File: src/bank_decode_pkg.sv
// Package for the memory bank select decoder.
// Assumes a single 40 MHz reference clock and an active-low reset.
`default_nettype none
package bank_decode_pkg;
  // Bank indices in the one-hot select vector.
  localparam int unsigned BANK_ROM1 = 0;
  localparam int unsigned BANK_RAM1 = 1;
  localparam int unsigned BANK_RAM2 = 2;
  localparam int unsigned BANK_ROM2 = 3;
  localparam int unsigned NUM_BANKS = 4;
  // Address bit positions used by the address-only model.
  localparam int unsigned ADDR_LO_BIT = 18;
  localparam int unsigned ADDR_HI_BIT = 19;
  localparam int unsigned ADDR_EXT_BIT = 21;
  localparam int unsigned ADDR_W = 24;
  // Mode values.
  localparam logic MODE_ADDRESS = 1'h0;
  localparam logic MODE_CHIP_SELECT = 1'h1;
  // Jumper values for the shared decoder input.
  localparam logic JUMPER_SELECT_THREE = 1'h0;
  localparam logic JUMPER_A21 = 1'h1;
  // Reset value of the synchronised mode and jumper straps.
  localparam logic [1:0] STRAP_RESET = 2'h2;
  // Memory timing figures, for reference by system integration.
  localparam int unsigned ACCESS_NS_WAIT = 70;
  localparam int unsigned BUS_CYCLE_NS = 150;
  localparam int unsigned ACCESS_NS_ZERO_WAIT = 55;
endpackage
`default_nettype wire

File: src/bank_lane_split.sv
// Splits one active-low bank select into low and high byte lane selects.
// Assumes combinational inputs from the same bus cycle.
`default_nettype none
module bank_lane_split
(
  // Bank select and byte steering
  input wire logic bank_n_i,
  input wire logic addr0_i,
  input wire logic high_byte_enable_n_i,
  // Lane selects
  output logic low_lane_n_o,
  output logic high_lane_n_o
);
  // A0 low enables the low byte; the high byte enable gates the high one.
  assign low_lane_n_o = bank_n_i | addr0_i;
  assign high_lane_n_o = bank_n_i | high_byte_enable_n_i;
endmodule // bank_lane_split
`default_nettype wire

File: src/bank_select_decoder.sv
// Memory bank select decoder: four active-low bank selects with lanes.
// Assumes bus inputs stable over a bus cycle; mode and jumper are straps.
`default_nettype none
module bank_select_decoder
(
  // Clock and reset
  input wire logic ref_clk_i,
  input wire logic resetn_i,
  // Straps
  input wire logic mode_i,
  input wire logic decoder_input_jumper_i,
  // Controller bus
  input wire logic [bank_decode_pkg::ADDR_W-1:0] addr_i,
  input wire logic high_byte_enable_n_i,
  input wire logic ctrl_chip_select_zero_n_i,
  input wire logic ctrl_chip_select_one_n_i,
  input wire logic ctrl_chip_select_two_n_i,
  input wire logic ctrl_chip_select_three_n_i,
  input wire logic ctrl_chip_select_four_n_i,
  // Bank selects, active low
  output logic [bank_decode_pkg::NUM_BANKS-1:0] bank_sel_n_o,
  output logic [bank_decode_pkg::NUM_BANKS-1:0] low_lane_n_o,
  output logic [bank_decode_pkg::NUM_BANKS-1:0] high_lane_n_o,
  // Chip selects freed for external use in mode 0
  output logic [3:0] free_chip_select_n_o,
  // Synchronised strap status
  output logic mode_o,
  output logic jumper_o
);
  import bank_decode_pkg::*;

  logic [1:0] rst_sync;
  logic rst_n;
  logic [1:0] strap_meta;
  logic [1:0] strap;
  logic [3:0] sel_cs;
  logic [3:0] sel_addr;
  logic shared_in;
  logic a18;
  logic a19;
  logic base_select_active;

  // Reset is released through two flops so all state leaves reset together.
  always_ff @(posedge ref_clk_i or negedge resetn_i)
  begin
    if (!resetn_i)
    begin
      rst_sync <= 2'h0;
    end
    else
    begin
      rst_sync <= {rst_sync[0], 1'h1};
    end
  end
  assign rst_n = rst_sync[1];

  // Straps come from pins, so they pass two flops before use.
  always_ff @(posedge ref_clk_i or negedge rst_n)
  begin
    if (!rst_n)
    begin
      strap_meta <= STRAP_RESET;
      strap <= STRAP_RESET;
    end
    else
    begin
      strap_meta <= {mode_i, decoder_input_jumper_i};
      strap <= strap_meta;
    end
  end
  assign mode_o = strap[1];
  assign jumper_o = strap[0];

  // The shared decoder input carries either chip select 3 or A21.
  assign shared_in = (jumper_o == JUMPER_A21) ?
    addr_i[ADDR_EXT_BIT] : ctrl_chip_select_three_n_i;

  // Mode 1: controller chip selects route straight to the banks.
  // Priority to chip select 0 keeps one bank at most if software overlaps.
  always_comb
  begin
    sel_cs = 4'hF;
    if (!ctrl_chip_select_zero_n_i)
    begin
      sel_cs[BANK_ROM1] = 1'h0;
    end
    else if (!ctrl_chip_select_one_n_i)
    begin
      sel_cs[BANK_RAM1] = 1'h0;
    end
    else if (!ctrl_chip_select_two_n_i)
    begin
      sel_cs[BANK_RAM2] = 1'h0;
    end
    else if (jumper_o == JUMPER_SELECT_THREE && !shared_in)
    begin
      sel_cs[BANK_ROM2] = 1'h0;
    end
  end

  // Mode 0: only chip select 0 and address lines; A21 must be low if fitted.
  assign a18 = addr_i[ADDR_LO_BIT];
  assign a19 = addr_i[ADDR_HI_BIT];
  assign base_select_active = !ctrl_chip_select_zero_n_i &&
    !(jumper_o == JUMPER_A21 && shared_in);
  always_comb
  begin
    sel_addr = 4'hF;
    if (base_select_active)
    begin
      unique case ({a19, a18})
        2'h0: sel_addr[BANK_ROM1] = 1'h0;
        2'h1: sel_addr[BANK_RAM1] = 1'h0;
        2'h2: sel_addr[BANK_RAM2] = 1'h0;
        2'h3: sel_addr[BANK_ROM2] = 1'h0;
      endcase
    end
  end

  // Selection is purely combinational so no clock adds to access time.
  assign bank_sel_n_o = (mode_o == MODE_CHIP_SELECT) ?
    sel_cs : sel_addr;

  // In mode 0 the chip selects one to four are passed out for other use.
  assign free_chip_select_n_o = (mode_o == MODE_ADDRESS) ?
    {ctrl_chip_select_four_n_i, ctrl_chip_select_three_n_i,
     ctrl_chip_select_two_n_i, ctrl_chip_select_one_n_i} : 4'hF;

  genvar g;
  generate
    for (g = 0; g < NUM_BANKS; g++)
    begin : g_lane
      bank_lane_split u_lane
      (
        .bank_n_i(bank_sel_n_o[g]),
        .addr0_i(addr_i[0]),
        .high_byte_enable_n_i(high_byte_enable_n_i),
        .low_lane_n_o(low_lane_n_o[g]),
        .high_lane_n_o(high_lane_n_o[g])
      );
    end
  endgenerate

  a_one_hot_sel: assert property (
    @(posedge ref_clk_i) disable iff (!rst_n)
    $countones(~bank_sel_n_o) <= 1)
    else $error("More than one bank selected.");
  a_sel_rom1: assert property (
    @(posedge ref_clk_i) disable iff (!rst_n)
    (mode_o && !ctrl_chip_select_zero_n_i) |-> !bank_sel_n_o[BANK_ROM1])
    else $error("Chip select 0 did not select ROM bank 1.");
  a_sel_ram1: assert property (
    @(posedge ref_clk_i) disable iff (!rst_n)
    (mode_o && ctrl_chip_select_zero_n_i && !ctrl_chip_select_one_n_i)
    |-> !bank_sel_n_o[BANK_RAM1])
    else $error("Chip select 1 did not select RAM bank 1.");
  a_sel_ram2: assert property (
    @(posedge ref_clk_i) disable iff (!rst_n)
    (mode_o && ctrl_chip_select_zero_n_i && ctrl_chip_select_one_n_i &&
    !ctrl_chip_select_two_n_i) |-> !bank_sel_n_o[BANK_RAM2])
    else $error("Chip select 2 did not select RAM bank 2.");
  a_sel_rom2: assert property (
    @(posedge ref_clk_i) disable iff (!rst_n)
    (mode_o && !jumper_o && ctrl_chip_select_zero_n_i &&
    ctrl_chip_select_one_n_i && ctrl_chip_select_two_n_i &&
    !ctrl_chip_select_three_n_i) |-> !bank_sel_n_o[BANK_ROM2])
    else $error("Chip select 3 did not select ROM bank 2.");
  a_rom2_blocked: assert property (
    @(posedge ref_clk_i) disable iff (!rst_n)
    (mode_o && (jumper_o || ctrl_chip_select_three_n_i))
    |-> bank_sel_n_o[BANK_ROM2])
    else $error("ROM bank 2 selected without chip select 3.");
  a_addr_decode: assert property (
    @(posedge ref_clk_i) disable iff (!rst_n)
    (!mode_o && !ctrl_chip_select_zero_n_i &&
    !(jumper_o && addr_i[ADDR_EXT_BIT]))
    |-> !bank_sel_n_o[addr_i[ADDR_HI_BIT:ADDR_LO_BIT]])
    else $error("Address decode selected wrong bank.");
  a_a21_block: assert property (
    @(posedge ref_clk_i) disable iff (!rst_n)
    (!mode_o && jumper_o && addr_i[ADDR_EXT_BIT]) |-> bank_sel_n_o == 4'hF)
    else $error("Bank selected with A21 high in mode 0.");
  a_mode0_idle: assert property (
    @(posedge ref_clk_i) disable iff (!rst_n)
    (!mode_o && ctrl_chip_select_zero_n_i) |-> bank_sel_n_o == 4'hF)
    else $error("Bank selected without chip select 0 in mode 0.");
  a_free_pass: assert property (
    @(posedge ref_clk_i) disable iff (!rst_n)
    !mode_o |-> free_chip_select_n_o == {ctrl_chip_select_four_n_i,
    ctrl_chip_select_three_n_i, ctrl_chip_select_two_n_i,
    ctrl_chip_select_one_n_i})
    else $error("Freed chip selects not passed out in mode 0.");
  a_free_held: assert property (
    @(posedge ref_clk_i) disable iff (!rst_n)
    mode_o |-> free_chip_select_n_o == 4'hF)
    else $error("Freed chip selects active in mode 1.");
  a_lane_low: assert property (
    @(posedge ref_clk_i) disable iff (!rst_n)
    addr_i[0] |-> low_lane_n_o == 4'hF)
    else $error("Low lane active with odd address.");
  a_lane_high: assert property (
    @(posedge ref_clk_i) disable iff (!rst_n)
    (!high_byte_enable_n_i) |-> high_lane_n_o == bank_sel_n_o)
    else $error("High lane does not follow bank select.");

  c_mode1_ram2: cover property (@(posedge ref_clk_i) disable iff (!rst_n)
    mode_o && !bank_sel_n_o[BANK_RAM2]);
  c_mode0_rom2: cover property (@(posedge ref_clk_i) disable iff (!rst_n)
    !mode_o && !bank_sel_n_o[BANK_ROM2]);
  c_byte_high: cover property (@(posedge ref_clk_i) disable iff (!rst_n)
    low_lane_n_o == 4'hF && high_lane_n_o != 4'hF);
  c_a21_block: cover property (@(posedge ref_clk_i) disable iff (!rst_n)
    !mode_o && jumper_o && !ctrl_chip_select_zero_n_i &&
    addr_i[ADDR_EXT_BIT]);
endmodule // bank_select_decoder
`default_nettype wire

File: config.mk
export PLATFORM = sky130hd
export DESIGN_NAME = bank_select_decoder
export DESIGN_NICKNAME = d
export VERILOG_FILES = /design/src/bank_decode_pkg.sv /design/src/bank_lane_split.sv /design/src/bank_select_decoder.sv
export SDC_FILE = /design/constraint.sdc
export NUM_CORES = 1
export LEC_CHECK = 0
export BUFFER_PORTS_ARGS = -buffer_cell sky130_fd_sc_hd__buf_2
export CORE_MARGIN = 1.5
export CORE_UTILIZATION = 29
export CTS_CLUSTER_DIAMETER = 100
export DETAILED_ROUTE_END_ITERATION = 8
export HOLD_SLACK_MARGIN = 0.06
export PLACE_DENSITY = 0.7
export RECOVER_POWER = 50
export SYNTH_ARGS = -nofsm -noshare
export SYNTH_HDL_FRONTEND = slang
export SYNTH_SLANG_ARGS = --single-unit
File: constraint.sdc
create_clock -name ref_clk_i -period 4 [get_ports ref_clk_i]
set_input_delay 0.2 -clock ref_clk_i [delete_from_list [all_inputs] [get_ports ref_clk_i]]
set_output_delay 0.2 -clock ref_clk_i [all_outputs]
set_load 0.02 [all_outputs]
### Word level (Yosys, flattened, before mapping)

Index checks and enable logic that the tools add are counted.

| storage, ports and cells | value |
|---|---|
| register bits | 6 |
| logic and storage cells | 37 |
| bits of input ports | 34 |
| output and inout port bits | 18 |

| cells by class | value |
|---|---|
| muxes and demuxes | 15 |
| reductions and logical operators | 7 |
| equality and inequality tests | 3 |
| bitwise gates (word level) | 9 |

Operators by type and width:

| cell | number |
|---|---|
| $mux W4 | 3 |
| $mux W1 | 10 |
| $or A1 B1 Y1 | 8 |
| $eq A2 B2 Y1 const B | 2 |
| $logic_and A1 B1 Y1 | 3 |
| $logic_not A1 Y1 | 3 |
| $mux W3 | 1 |
| $eq A2 B1 Y1 const B | 1 |
| $logic_not A2 Y1 | 1 |
| $mux W2 | 1 |
| $not A1 Y1 | 1 |

### Logic depth before layout (Yosys ltp)

Gate-level depths: netlist of the first run.

| logic depth | value |
|---|---|
| depth after elaboration | 9 |
| gate-level depth with buffers | 4 |
| mapped depth without buffers | 3 |

### Cells and area by module

Synthesis of the first run repeated with hierarchy kept, for this count alone.

| unflattened totals | value |
|---|---|
| cell total of the unflattened synthesis | 31 |
| area total of the unflattened synthesis | 316.6 um2 |

By module, submodules not included:

| module | cells each | sequential area each (um2) | times used | area an instance (um2) |
|---|---|---|---|---|
| bank_select_decoder | 23 | 152.6 | 1 | 266.5 |
| bank_lane_split | 2 | 0.0 | 4 | 12.5 |

### Least setup slack after synthesis of the first run

No wires, ideal clock.

| timing | value |
|---|---|
| path kind | register to output |
| start point | reg strap[1] |
| end point | out high_lane_n_o[3] (netlist bit) |
| data arrival time | 1.318 ns |
| data required time | 3.800 ns |
| path buffers | 1 |
| slack | 2.482 ns |
| cell stages (with the launch flop) | 5 |
| cell sequence | dfstp_2 > nand3_2 > nor4b_2 > o21bai_1 > buf_4 |

| on the way | value |
|---|---|
| cells in the longest elaborated chain, start to end | 2 |

Ends and longest elaborated chain:

| what | RTL line | RTL |
|---|---|---|
| start, declared | bank_select_decoder.sv:35 | `logic [1:0] strap;` |
| start signal, assigned | bank_select_decoder.sv:68 | `strap <= strap_meta;` |
| $mux W4 | bank_select_decoder.sv:121 | `assign bank_sel_n_o = (mode_o == MODE_CHIP_SELECT) ?` |
| $or A1 B1 Y1 | bank_lane_split.sv:16 | `assign high_lane_n_o = bank_n_i \| high_byte_enable_n_i;` |
| end, declared | bank_select_decoder.sv:23 | `output logic [bank_decode_pkg::NUM_BANKS-1:0] high_lane_n_o,` |

No other way between the ends.

### Worst setup path in the final report of the first run

Same ends and word-level chain as after synthesis.

==> results of run 1 <==
## what timing repair did
action                                  in CTS  in global routing
endpoints found under the setup margin       0                  0
hold buffers                                 4                  0
hold endpoints to repair                     6                  0
## worst max-delay path, stage by stage (launching register included)
cell      delay [ns]
dfstp_1         0.66
nand3_2         0.15
nor4b_2         0.34
o21bai_1        0.13
buf_2           0.17
## per-layer routing
metal / vias up / global-route usage [%] / part of all wire, %
li1: 192 / - / -
met4: 0 / 5.45 / 0
met5: - / 0 / 0
met2: 20 / 21.5 / 55
met3: 0 / 3.33 / 9.4
met1: 174 / 12.8 / 36
## metrics by stage
step / area (sq um) / hold slack (ns)
6_report: 617 / 0.216
5_1_grt: 617 / 0.236
4_1_cts: 621 / 0.223
3_5_place_dp: 558 / -0.0129
3_3_place_gp: 558 / -0.0137
2_1_floorplan: 473 / -0.0956
## placed cells by master, fill, tap and decap left out, drive strengths merged
| cell | n |
|---|---|
| inv | 4 |
| dlygate4sd3 | 4 |
| o32ai | 2 |
| o21bai | 2 |
| buf | 28 |
| dfrtp | 4 |
| nand3 | 1 |
| a21oi | 2 |
| clkbuf | 6 |
| a211o | 1 |
| or2 | 5 |
| nand2 | 1 |
| dfstp | 2 |
| conb | 1 |
| nor4b | 1 |
| or3 | 2 |
| nand2b | 4 |
| nor2 | 1 |
| nor3 | 1 |
## worst paths after layout
path / to / slack [ns] / cells after the start
setup / recovery: high_lane_n_o[3] / 2.12 / 4
hold / removal: strap_meta[1] / 0.22 / 0
setup reg to reg: strap_meta[0] / 3.25 / 1
hold reg to reg: strap_meta[1] / 0.22 / 0
max in group asynchronous: strap_meta[0] / 3.25 / 1
min in group ref_clk_i: rst_sync[1] / 0.35 / 0
## area by class of cell
cell class | instances | area, sq um
fill | 152 | 907
clock buffer | 3 | 22.5
inverter | 4 | 15.0
sequential | 6 | 153
tap | 16 | 20.0
timing repair buffer | 35 | 191
multi-input combinational | 24 | 215
## state kept, by name, summed over array words and instances, names as in the netlist
register    cells
rst_sync        2
strap           2
strap_meta      2
## power by group
group | leakage [nW] | switching [mW] | internal, mW | total (mW)
clock | 0.0138 | 0.0199 | 0.0338 | 0.0537
sequential | 0.0671 | 0.00289 | 0.0647 | 0.0676
combinational | 0.184 | 0.0254 | 0.0201 | 0.0455
total | 0.265 | 0.0481 | 0.119 | 0.167
## cells by family (layout without fill, tap and decap cells)
kind of cell           Yosys count  in the layout
other                            1              1
AND/OR/NAND/NOR                 16             16
AO/OA/AOI/OAI                    7              7
buffers and inverters           16             42
flip-flops                       6              6
==> metrics.txt, run 1 <==
Post-DP HPWL 782 um; first-pass GRT wire length 1660 um; Post-CTS Resized 0; core area 1520 sq um; sequential-to-total area share from yosys stat 32.3%; GRT overflow 0; TritonCTS Buffers 3; Synth Warn # 0; top cells by count, synth buf_4 (12), or2_2 (5), dfrtp_1 (4), inv_1 (4), nand2b_1 (4); Critical Setup Path Class flop to output port; count of final setup violators 0; largest net degree at the start of global routing 10; share of layout cells above drive strength 1 62.5%; TritonCTS clock tree yes; Synth cell types 17; Area Overhead vs Synth 30.4%; post-synth top area share 21.2%; Area contributors post-synth dfrtp_1 (21%), buf_4 (19%), o32ai_4 (12%), dfstp_2 (11%), or2_2 (6.6%); Post-Synth Simple-Gate Area 24.1%; worst r2r src rst_sync[1]; via count 386; DR iter-0 viols 3; total number of H-tree levels 1; dpl cells 81; Final Critical Period 1.88 ns; Synth Area in Compound Gates 20.6%; Pwr Total 0.167 mW; largest family of logic cells by synthesized area simple AND/OR/NAND/NOR gates; Routed wire per std cell 10.6 um; Worst VDD drop 0.000138 V; Post-CTS Setup Bufs 0; run status finished, final reports clean; power per cell area 270 nW/um^2; RSZ-0062 raised after global routing false; Critical Path Start Type flop; initial antenna violation count 0; Die ar. 1880 sq um; GRT Util Overall 11.9%; Routed Antenna Nets 0; Die Height 43.4 um; Final Util 40.5%; TNS Setup 0 ns; Post-synth EDFFs 0; Post-Layout Cell Count 88; fin. max-slew vios 0; maxcap violations 0; Skew-Pair Late Insertion Delay 0.24 ns; Seq cells post-synth 6; ant diodes 0; Hold Crit Class flop to asynchronous set/reset pin; syn nets 80; area share of fa/ha/maj cells after synthesis 0%; I/O Buffers 31; CP Capture Type output port; CTS root buffer clkbuf_4; area leader, netlist dfrtp_1; Synth Instances 46; vias per inst 4.39; Final Cycle Share 47.1%; Top Ports 52; CP Max Fanout 9; required time of the worst setup path 3.80 ns; Final Skew 0.00232 ns; Syn Std Cell Area 473 sq um; vias in the first global route 399; drt first pass iters 3; mux cell area share after synthesis 0%; setup slack after layout 2.12 ns; Clock transition at path regs 0.04 ns; worst path arrival time 1.68 ns; syn avg cell area 10.3 sq um; Post-Synth XOR/XNOR Area 0%; DRT Wirelength 932 um; Top FF cell, synth dfrtp_1; crit path launch strap[1]; Remaining DRCs 0; Lkg Pwr 0.265 nW; Max Root-Sink Buffers 2; share of flip-flops with an asynchronous set or reset 100%; Starting Density 31.0%; Final Hold Fails 0; gpl congestion 0.801; Fmax 531 MHz; top-count cell post-synth buf_4; FP Rows 14; DIE WIDTH 43.4 um; pre-CTS setup slack 2.43 ns; Net count, final 108; clock sinks 6
(Power assumes the default switching activity.)
==> run 2, diff against run 1 <==
--- a/config.mk
+++ b/config.mk
@@ -5,13 +5,14 @@
 export SDC_FILE = /design/constraint.sdc
 export NUM_CORES = 1
 export LEC_CHECK = 0
+export ABC_AREA = 1
 export BUFFER_PORTS_ARGS = -buffer_cell sky130_fd_sc_hd__buf_2
 export CORE_MARGIN = 1.5
 export CORE_UTILIZATION = 29
 export CTS_CLUSTER_DIAMETER = 100
 export DETAILED_ROUTE_END_ITERATION = 8
 export HOLD_SLACK_MARGIN = 0.06
-export PLACE_DENSITY = 0.7
+export PLACE_DENSITY = 0.71
 export RECOVER_POWER = 50
 export SYNTH_ARGS = -nofsm -noshare
 export SYNTH_HDL_FRONTEND = slang
==> constraint.sdc (replaced) <==
create_clock -name ref_clk_i -period 1.9 [get_ports ref_clk_i]
set_input_delay 0.095 -clock ref_clk_i [delete_from_list [all_inputs] [get_ports ref_clk_i]]
set_output_delay 0.095 -clock ref_clk_i [all_outputs]
set_load 0.02 [all_outputs]
==> run 2 against run 1 <==
  * Design area decreased by 1.6%
  * Synthesized cell count rose by 43%
  * Worst hold slack got worse by 0.049 ns
  * Die area down 4.7%
  * Register-to-register slack got worse by 2.1 ns
  * Setup slack lost 1.7 ns
  * Area after synthesis shrank 5.0%
  * Power increased by 110%
  * Clock-buffer cell count increased by 1
  * Via count is 15% higher
  * Largest cell class is now non-clock buffers
  * Combinational power up 98%
  * Routed wire length down 7.2%
==> metrics.txt, run 2 <==
run status finished, final reports clean; Worst VDD drop 0.000389 V (+180%); total number of H-tree levels 1 (unchanged); Max Root-Sink Buffers 2 (unchanged); Area Overhead vs Synth 35.1%; vias per inst 4.02 (-8.4%); core area 1470 sq um (-3.4%); Remaining DRCs 0 (unchanged); syn nets 100 (+25%); first-pass GRT wire length 1430 um (-14%); TNS Setup 0 ns (unchanged); Synth Instances 66 (+43%); DR iter-0 viols 2 (-1); Critical Path Start Type flop; drt first pass iters 2 (-1); most used cell, CP nand2_1; TritonCTS Buffers 3 (unchanged); Top FF cell, synth dfrtp_1; via count 442 (+15%); sequential-to-total area share from yosys stat 34.0% (+1.7 points); Post-DP HPWL 741 um (-5.3%); pre-CTS setup slack 0.732 ns (-1.70 ns); Pwr Total 0.355 mW (+110%); CTS root buffer clkbuf_4; I/O Buffers 31 (unchanged); largest net degree at the start of global routing 9 (-1); Die Height 42.4 um (-2.4%); Final Hold Fails 0 (unchanged); Logic pwr share 25.3% (-2.0 points); Post-synth EDFFs 0 (unchanged); busiest grt layer met2; grt met1 use 11.0% (-1.8 points); Top Ports 52 (unchanged); TritonCTS clock tree yes; share of layout cells above drive strength 1 41.5% (-21 points); CP bufs+invs 2 (+1); ordered list of cells on the worst path nand2_1 -> inv_1 -> nand3_2 -> nand2_2 -> nand2_1 -> buf_2; Post-CTS Resized 0 (unchanged); worst r2r src rst_sync[1]; required time of the worst setup path 1.80 ns (-2.00 ns); clock network power share 34.9% (+2.7 points); R2R cell count 1 (unchanged); top-count cell post-synth nand2_1; biggest regs rst_sync (2), strap (2), strap_meta (2); initial antenna violation count 0 (unchanged); Routed Antenna Nets 0 (unchanged); worst reg2reg setup slack 1.16 ns (-2.09 ns); DIE WIDTH 42.4 um (-2.4%); ant diodes 0 (unchanged); syn avg cell area 6.81 sq um (-34%); GR Layer Usage met2 18.5% (-3.0 points); area leader, netlist dfrtp_1; commonest non-fill, non-tap cell in the layout buf_2; Lkg Pwr 0.326 nW (+23%); NetSw 0.103 mW (+110%); gpl congestion 0.744 (-7.1%); CP Max Fanout 8 (-1); Critical Path Slowest Stage Cell dfstp_1; Hold Crit Class input port to asynchronous set/reset pin; Syn Std Cell Area 449 sq um (-5.0%); Int Pwr 0.252 mW (+110%); post-synth top area share 22.3% (+1.1 points); Critical Setup Path Class flop to output port; Area contributors post-synth dfrtp_1 (22%), buf_4 (20%), nand2_1 (18%), dfstp_2 (12%), inv_1 (9.2%); reg2reg end strap_meta[0]; Final Critical Period 1.48 ns; Seq cells post-synth 6 (unchanged); Net count, final 129 (+19%); Synth Warn # 0 (unchanged); maxcap violations 0 (unchanged); clock sinks 6 (unchanged); Final Skew 0.00764 ns (+0.00532 ns); GRT overflow 0 (unchanged); count of final setup violators 0 (unchanged); share of flip-flops with an asynchronous set or reset 100% (unchanged); Fmax 675 MHz; Final Util 41.2% (+0.77 points); RSZ-0062 raised after global routing false; FP Rows 14 (unchanged); Synth cell types 14 (-3); worst path arrival time 1.39 ns (-0.29 ns); top cells by count, synth nand2_1 (21), buf_4 (12), inv_1 (11); grt met3 use 3.02% (-0.32 points); Skew-Pair Late Insertion Delay 0.24 ns (about the same); CP Capture Type output port; setup slack after layout 0.418 ns (-1.70 ns); Final Cycle Share 78.0%; Switching Share 29.1% (+0.21 points); DRT Wirelength 865 um (-7.2%); sequential share of power 39.8% (-0.7 points); vias in the first global route 381 (-4.5%); fin. max-slew vios 0 (unchanged); Clock transition at path regs 0.05 ns (about the same); Starting Density 30.5% (-0.51 points); critical path's top delay family flip-flops; most frequent cells in the layout buf_2 (28), nand2_1 (21), inv_1 (11), nor2_1 (5), dlygate4sd3_1 (5); Die ar. 1790 sq um (-4.7%); Routed wire per std cell 7.86 um (-26%); power per cell area 585 nW/um^2 (+120%); max incr delay on CP 0.64 ns (-0.02 ns); GRT Util Overall 10.4% (-1.5 points)
-- run 2: cell types whose count changed after synthesis, moves of 2 or more --
cell,change
inv_1,+7
or2_2,-3
o21bai_1,-2
nor2_1,+4
o32ai_4,-2
nand2_2,+2
nand3_1,+2
or3_2,-2
nand2_1,+20
a21oi_1,-2
nand2b_1,-4
-- run 2: what timing repair did --
item,CTS,global route
endpoints found under the setup margin,0,0
setup buffers,0,0
endpoints found under the hold margin,5,0
hold buffers,5,0
-- run 2: how the worst max path moves through the flow --
stage / startpoint / end / slack [ns] / cells after the start
floorplan: strap[1] / high_lane_n_o[3] / 0.72 / 6
global placement: strap[1] / high_lane_n_o[3] / 0.75 / 6
detailed placement: strap[1] / high_lane_n_o[3] / 0.73 / 6
CTS: strap[1] / high_lane_n_o[3] / 0.47 / 6
global route: strap[1] / high_lane_n_o[3] / 0.29 / 6
finish: strap[1] / high_lane_n_o[3] / 0.42 / 6
-- run 2: through the flow --
stage | cells | cell area [sq um] | hold slack, ns
floorplan | 66 | 449 | -0.201
global placement | 101 | 534 | -0.119
detailed placement | 101 | 534 | -0.117
CTS | 110 | 611 | 0.146
global route | 110 | 607 | 0.167
finish | 110 | 607 | 0.167
-- run 2: kinds of logic (layout without fill, tap and decap cells) --
logic type / after synthesis / count (layout) / synth area share (%)
buffers and inverters: 24 / 52 / 30.1
AO/OA/AOI/OAI: 1 / 1 / 1.95
flip-flops: 6 / 6 / 34.0
AND/OR/NAND/NOR: 34 / 34 / 33.1
other: 1 / 1 / 0.835
-- run 2: power by group through the flow --
stage          Clock, mW  Sequential [mW]  Combinational (mW)
2_1_floorplan          0            0.145              0.0594
3_3_place_gp           0            0.143              0.0819
3_5_place_dp           0            0.144              0.0835
4_1_cts            0.131            0.142              0.0919
5_1_grt            0.138            0.142              0.0995
6_report           0.124            0.141              0.0900
-- run 2: routing by layer --
metal	vias up	wire length [um]
met5	-	0
met4	0	0
met3	0	69
met2	16	488
met1	191	308
li1	235	-
-- run 2: cell type report --
class,count,area [sq um]
fill,167,865
timing repair buffer,36,201
multi-input combinational,36,161
sequential,6,153
inverter,12,45.0
clock buffer,4,26.3
tap,16,20.0
==> run 3, diff against run 2 <==
--- a/config.mk
+++ b/config.mk
@@ -5,14 +5,14 @@
 export SDC_FILE = /design/constraint.sdc
 export NUM_CORES = 1
 export LEC_CHECK = 0
-export ABC_AREA = 1
+export ABC_AREA = 0
 export BUFFER_PORTS_ARGS = -buffer_cell sky130_fd_sc_hd__buf_2
 export CORE_MARGIN = 1.5
 export CORE_UTILIZATION = 29
 export CTS_CLUSTER_DIAMETER = 100
 export DETAILED_ROUTE_END_ITERATION = 8
 export HOLD_SLACK_MARGIN = 0.06
-export PLACE_DENSITY = 0.71
+export PLACE_DENSITY = 0.73
 export RECOVER_POWER = 50
 export SYNTH_ARGS = -nofsm -noshare
 export SYNTH_HDL_FRONTEND = slang
==> constraint.sdc (replaced) <==
create_clock -name ref_clk_i -period 1.26 [get_ports ref_clk_i]
set_input_delay 0.063 -clock ref_clk_i [delete_from_list [all_inputs] [get_ports ref_clk_i]]
set_output_delay 0.063 -clock ref_clk_i [all_outputs]
set_load 0.02 [all_outputs]
==> run 3 against run 2 <==
  * The run now ends with setup timing left
  * Highest routed layer unchanged
  * Largest power group unchanged
  * Global-route usage up 1.7 points
  * Critical endpoint is now low_lane_n_o[2]
  * Power up 66%
  * Via count down 6.6%
  * Sequential power up 52%
  * Clock power up 51%
  * Sequential share of layout area down 4.6 points
  * Combinational power up 110%
  * Design area up 23%
  * Cell count down 15%
  * Sequential cell count unchanged
  * First-iteration DRC count down 100%
==> metrics.txt, run 3 (synthesis gave the netlist of run 1 again) <==
CP bufs+invs 1 (-1); TNS Setup -3.78 ns (-3.78 ns); initial antenna violation count 0 (unchanged); ordered list of cells on the worst path a211o_4 -> o32ai_4 -> nand2b_1 -> buf_6; DRT Wirelength 967 um (+12%); Max Root-Sink Buffers 2 (unchanged); CP Max Fanout 4 (-4); most frequent cells in the layout buf_2 (21), buf_6 (11); worst path arrival time 1.53 ns (+0.14 ns); Int Pwr 0.422 mW (+68%); Critical Path Start Type flop; clock sinks 6 (unchanged); Critical Setup Path Class flop to output port; Worst VDD drop 0.000460 V (+18%); commonest non-fill, non-tap cell in the layout buf_2; Critical Path Slowest Stage Cell dfrtp_2; DIE WIDTH 43.4 um (+2.4%); max incr delay on CP 0.43 ns (-0.21 ns); Lkg Pwr 0.330 nW (+1.2%); biggest regs rst_sync (2), strap (2), strap_meta (2); Routed wire per std cell 10.4 um (+32%); fin. max-slew vios 0 (unchanged); power per cell area 789 nW/um^2 (+35%); RSZ-0062 raised after global routing true; TritonCTS Buffers 3 (unchanged); GRT Util Overall 12.1% (+1.7 points); Skew-Pair Late Insertion Delay 0.24 ns (about the same); critical path's top delay family compound AO/OA/AOI/OAI gates; share of layout cells above drive strength 1 70.1% (+29 points); Die ar. 1880 sq um (+4.9%); Switching Share 28.5% (-0.61 points); CTS root buffer clkbuf_4; Net count, final 112 (-13%); via count 413 (-6.6%); Post-DP HPWL 781 um (+5.4%); Remaining DRCs 0 (unchanged); Logic pwr share 31.9% (+6.6 points); FP Rows 14 (unchanged); Final Cycle Share 127%; NetSw 0.168 mW (+63%); DR iter-0 viols 0 (-2); Routed Antenna Nets 0 (unchanged); count of final setup violators 16 (+16); vias in the first global route 434 (+14%); fillers 151 (-9.6%); core area 1520 sq um (+3.6%); sequential share of power 36.4% (-3.4 points); Hold Crit Class input port to asynchronous set/reset pin; largest net degree at the start of global routing 7 (-2); first-pass GRT wire length 1680 um (+17%); Final Skew 0.00490 ns (-0.00274 ns); maxcap violations 0 (unchanged); Final Critical Period 1.59 ns; ant diodes 0 (unchanged); drt first pass iters 1 (-1); Fmax 627 MHz; Final Hold Fails 0 (unchanged); run status finished, violations left; Top Ports 52 (unchanged); vias per inst 4.44 (+11%); Die Height 43.4 um (+2.4%); GRT overflow 0 (unchanged); register area 154 sq um (+0.82%); area taken by multi-input logic gates 245 sq um (+52%); CP Capture Type output port; clock network power share 31.8% (-3.1 points); failing checks setup timing; gpl congestion 0.690 (-7.2%); Clock transition at path regs 0.05 ns (about the same); fin area 748 sq um (+23%); setup slack after layout -0.335 ns (-0.752 ns); TritonCTS clock tree yes; total number of H-tree levels 1 (unchanged); Area Overhead vs Synth 58.2%; required time of the worst setup path 1.20 ns (-0.60 ns); I/O Buffers 31 (unchanged); placed cell area 598 sq um (+12%); Starting Density 31.0% (+0.51 points)
run 3: cell count changes in the layout (fill, tap and decap cells not counted), sizes merged, moves of 3 or more:
cell    delta
nor2       -4
or2        +3
nand2     -22
nand2b     +4
inv        -8
buf        +6
run 3: path summary, 6_finish.rpt:
path                               start               to  slack (ns)  depth (start not counted)
hold / removal                  resetn_i      rst_sync[0]        0.15                          2
setup / recovery                strap[0]  low_lane_n_o[2]       -0.33                          4
min in group ref_clk_i     strap_meta[0]         strap[0]        0.34                          0
max in group asynchronous    rst_sync[1]         strap[0]        0.50                          1
setup reg to reg             rst_sync[1]         strap[0]        0.50                          1
hold reg to reg              rst_sync[1]    strap_meta[1]        0.21                          0
run 3: cell type report:
| class | count | share of cell area (%) |
|---|---|---|
| Inverter | 4 | 2.01 |
| Clock buffer | 4 | 3.51 |
| Timing Repair Buffer | 39 | 38.5 |
| Sequential cell | 6 | 20.6 |
| Tap cell | 16 | 2.68 |
| Multi-Input combinational cell | 24 | 32.8 |
run 3: through the flow:
stage / power (mW) / setup WS, ns / util, % / hold WS, ns / instances
6_report: 0.590 / -0.335 / 49.1 / 0.147 / 93
5_1_grt: 0.633 / -0.434 / 49.1 / 0.133 / 93
4_1_cts: 0.597 / -0.356 / 47.5 / 0.130 / 93
3_5_place_dp: 0.367 / -0.0848 / 39.2 / -0.148 / 84
3_3_place_gp: 0.363 / -0.0545 / 39.2 / -0.151 / 84
2_1_floorplan: 0.326 / -0.0919 / - / -0.233 / 46
run 3: repair_timing:
action	in CTS	in global routing
pin swaps	1	1
endpoints found under the setup margin	16	16
hold buffers	4	0
cloned	0	0
gates resized for setup	17	9
endpoints found under the hold margin	6	0
setup buffers	1	1
run 3: power groups by stage:
| stage | combinational (mW) | clock, mW | sequential, mW |
|---|---|---|---|
| after floorplan | 0.104 | 0 | 0.222 |
| after global placement | 0.146 | 0 | 0.218 |
| after detailed placement | 0.148 | 0 | 0.219 |
| after CTS | 0.182 | 0.200 | 0.215 |
| after global routing | 0.203 | 0.214 | 0.217 |
| final | 0.188 | 0.187 | 0.215 |
run 3: per-layer routing:
metal  vias to the layer above  GRT usage (%)  part of all wire, %
li1                        203              -                    -
met1                       190           11.8                   36
met2                        20           22.1                   56
met3                         0           3.75                  7.7
met4                         0           7.27                    0
met5                         -              0                    0
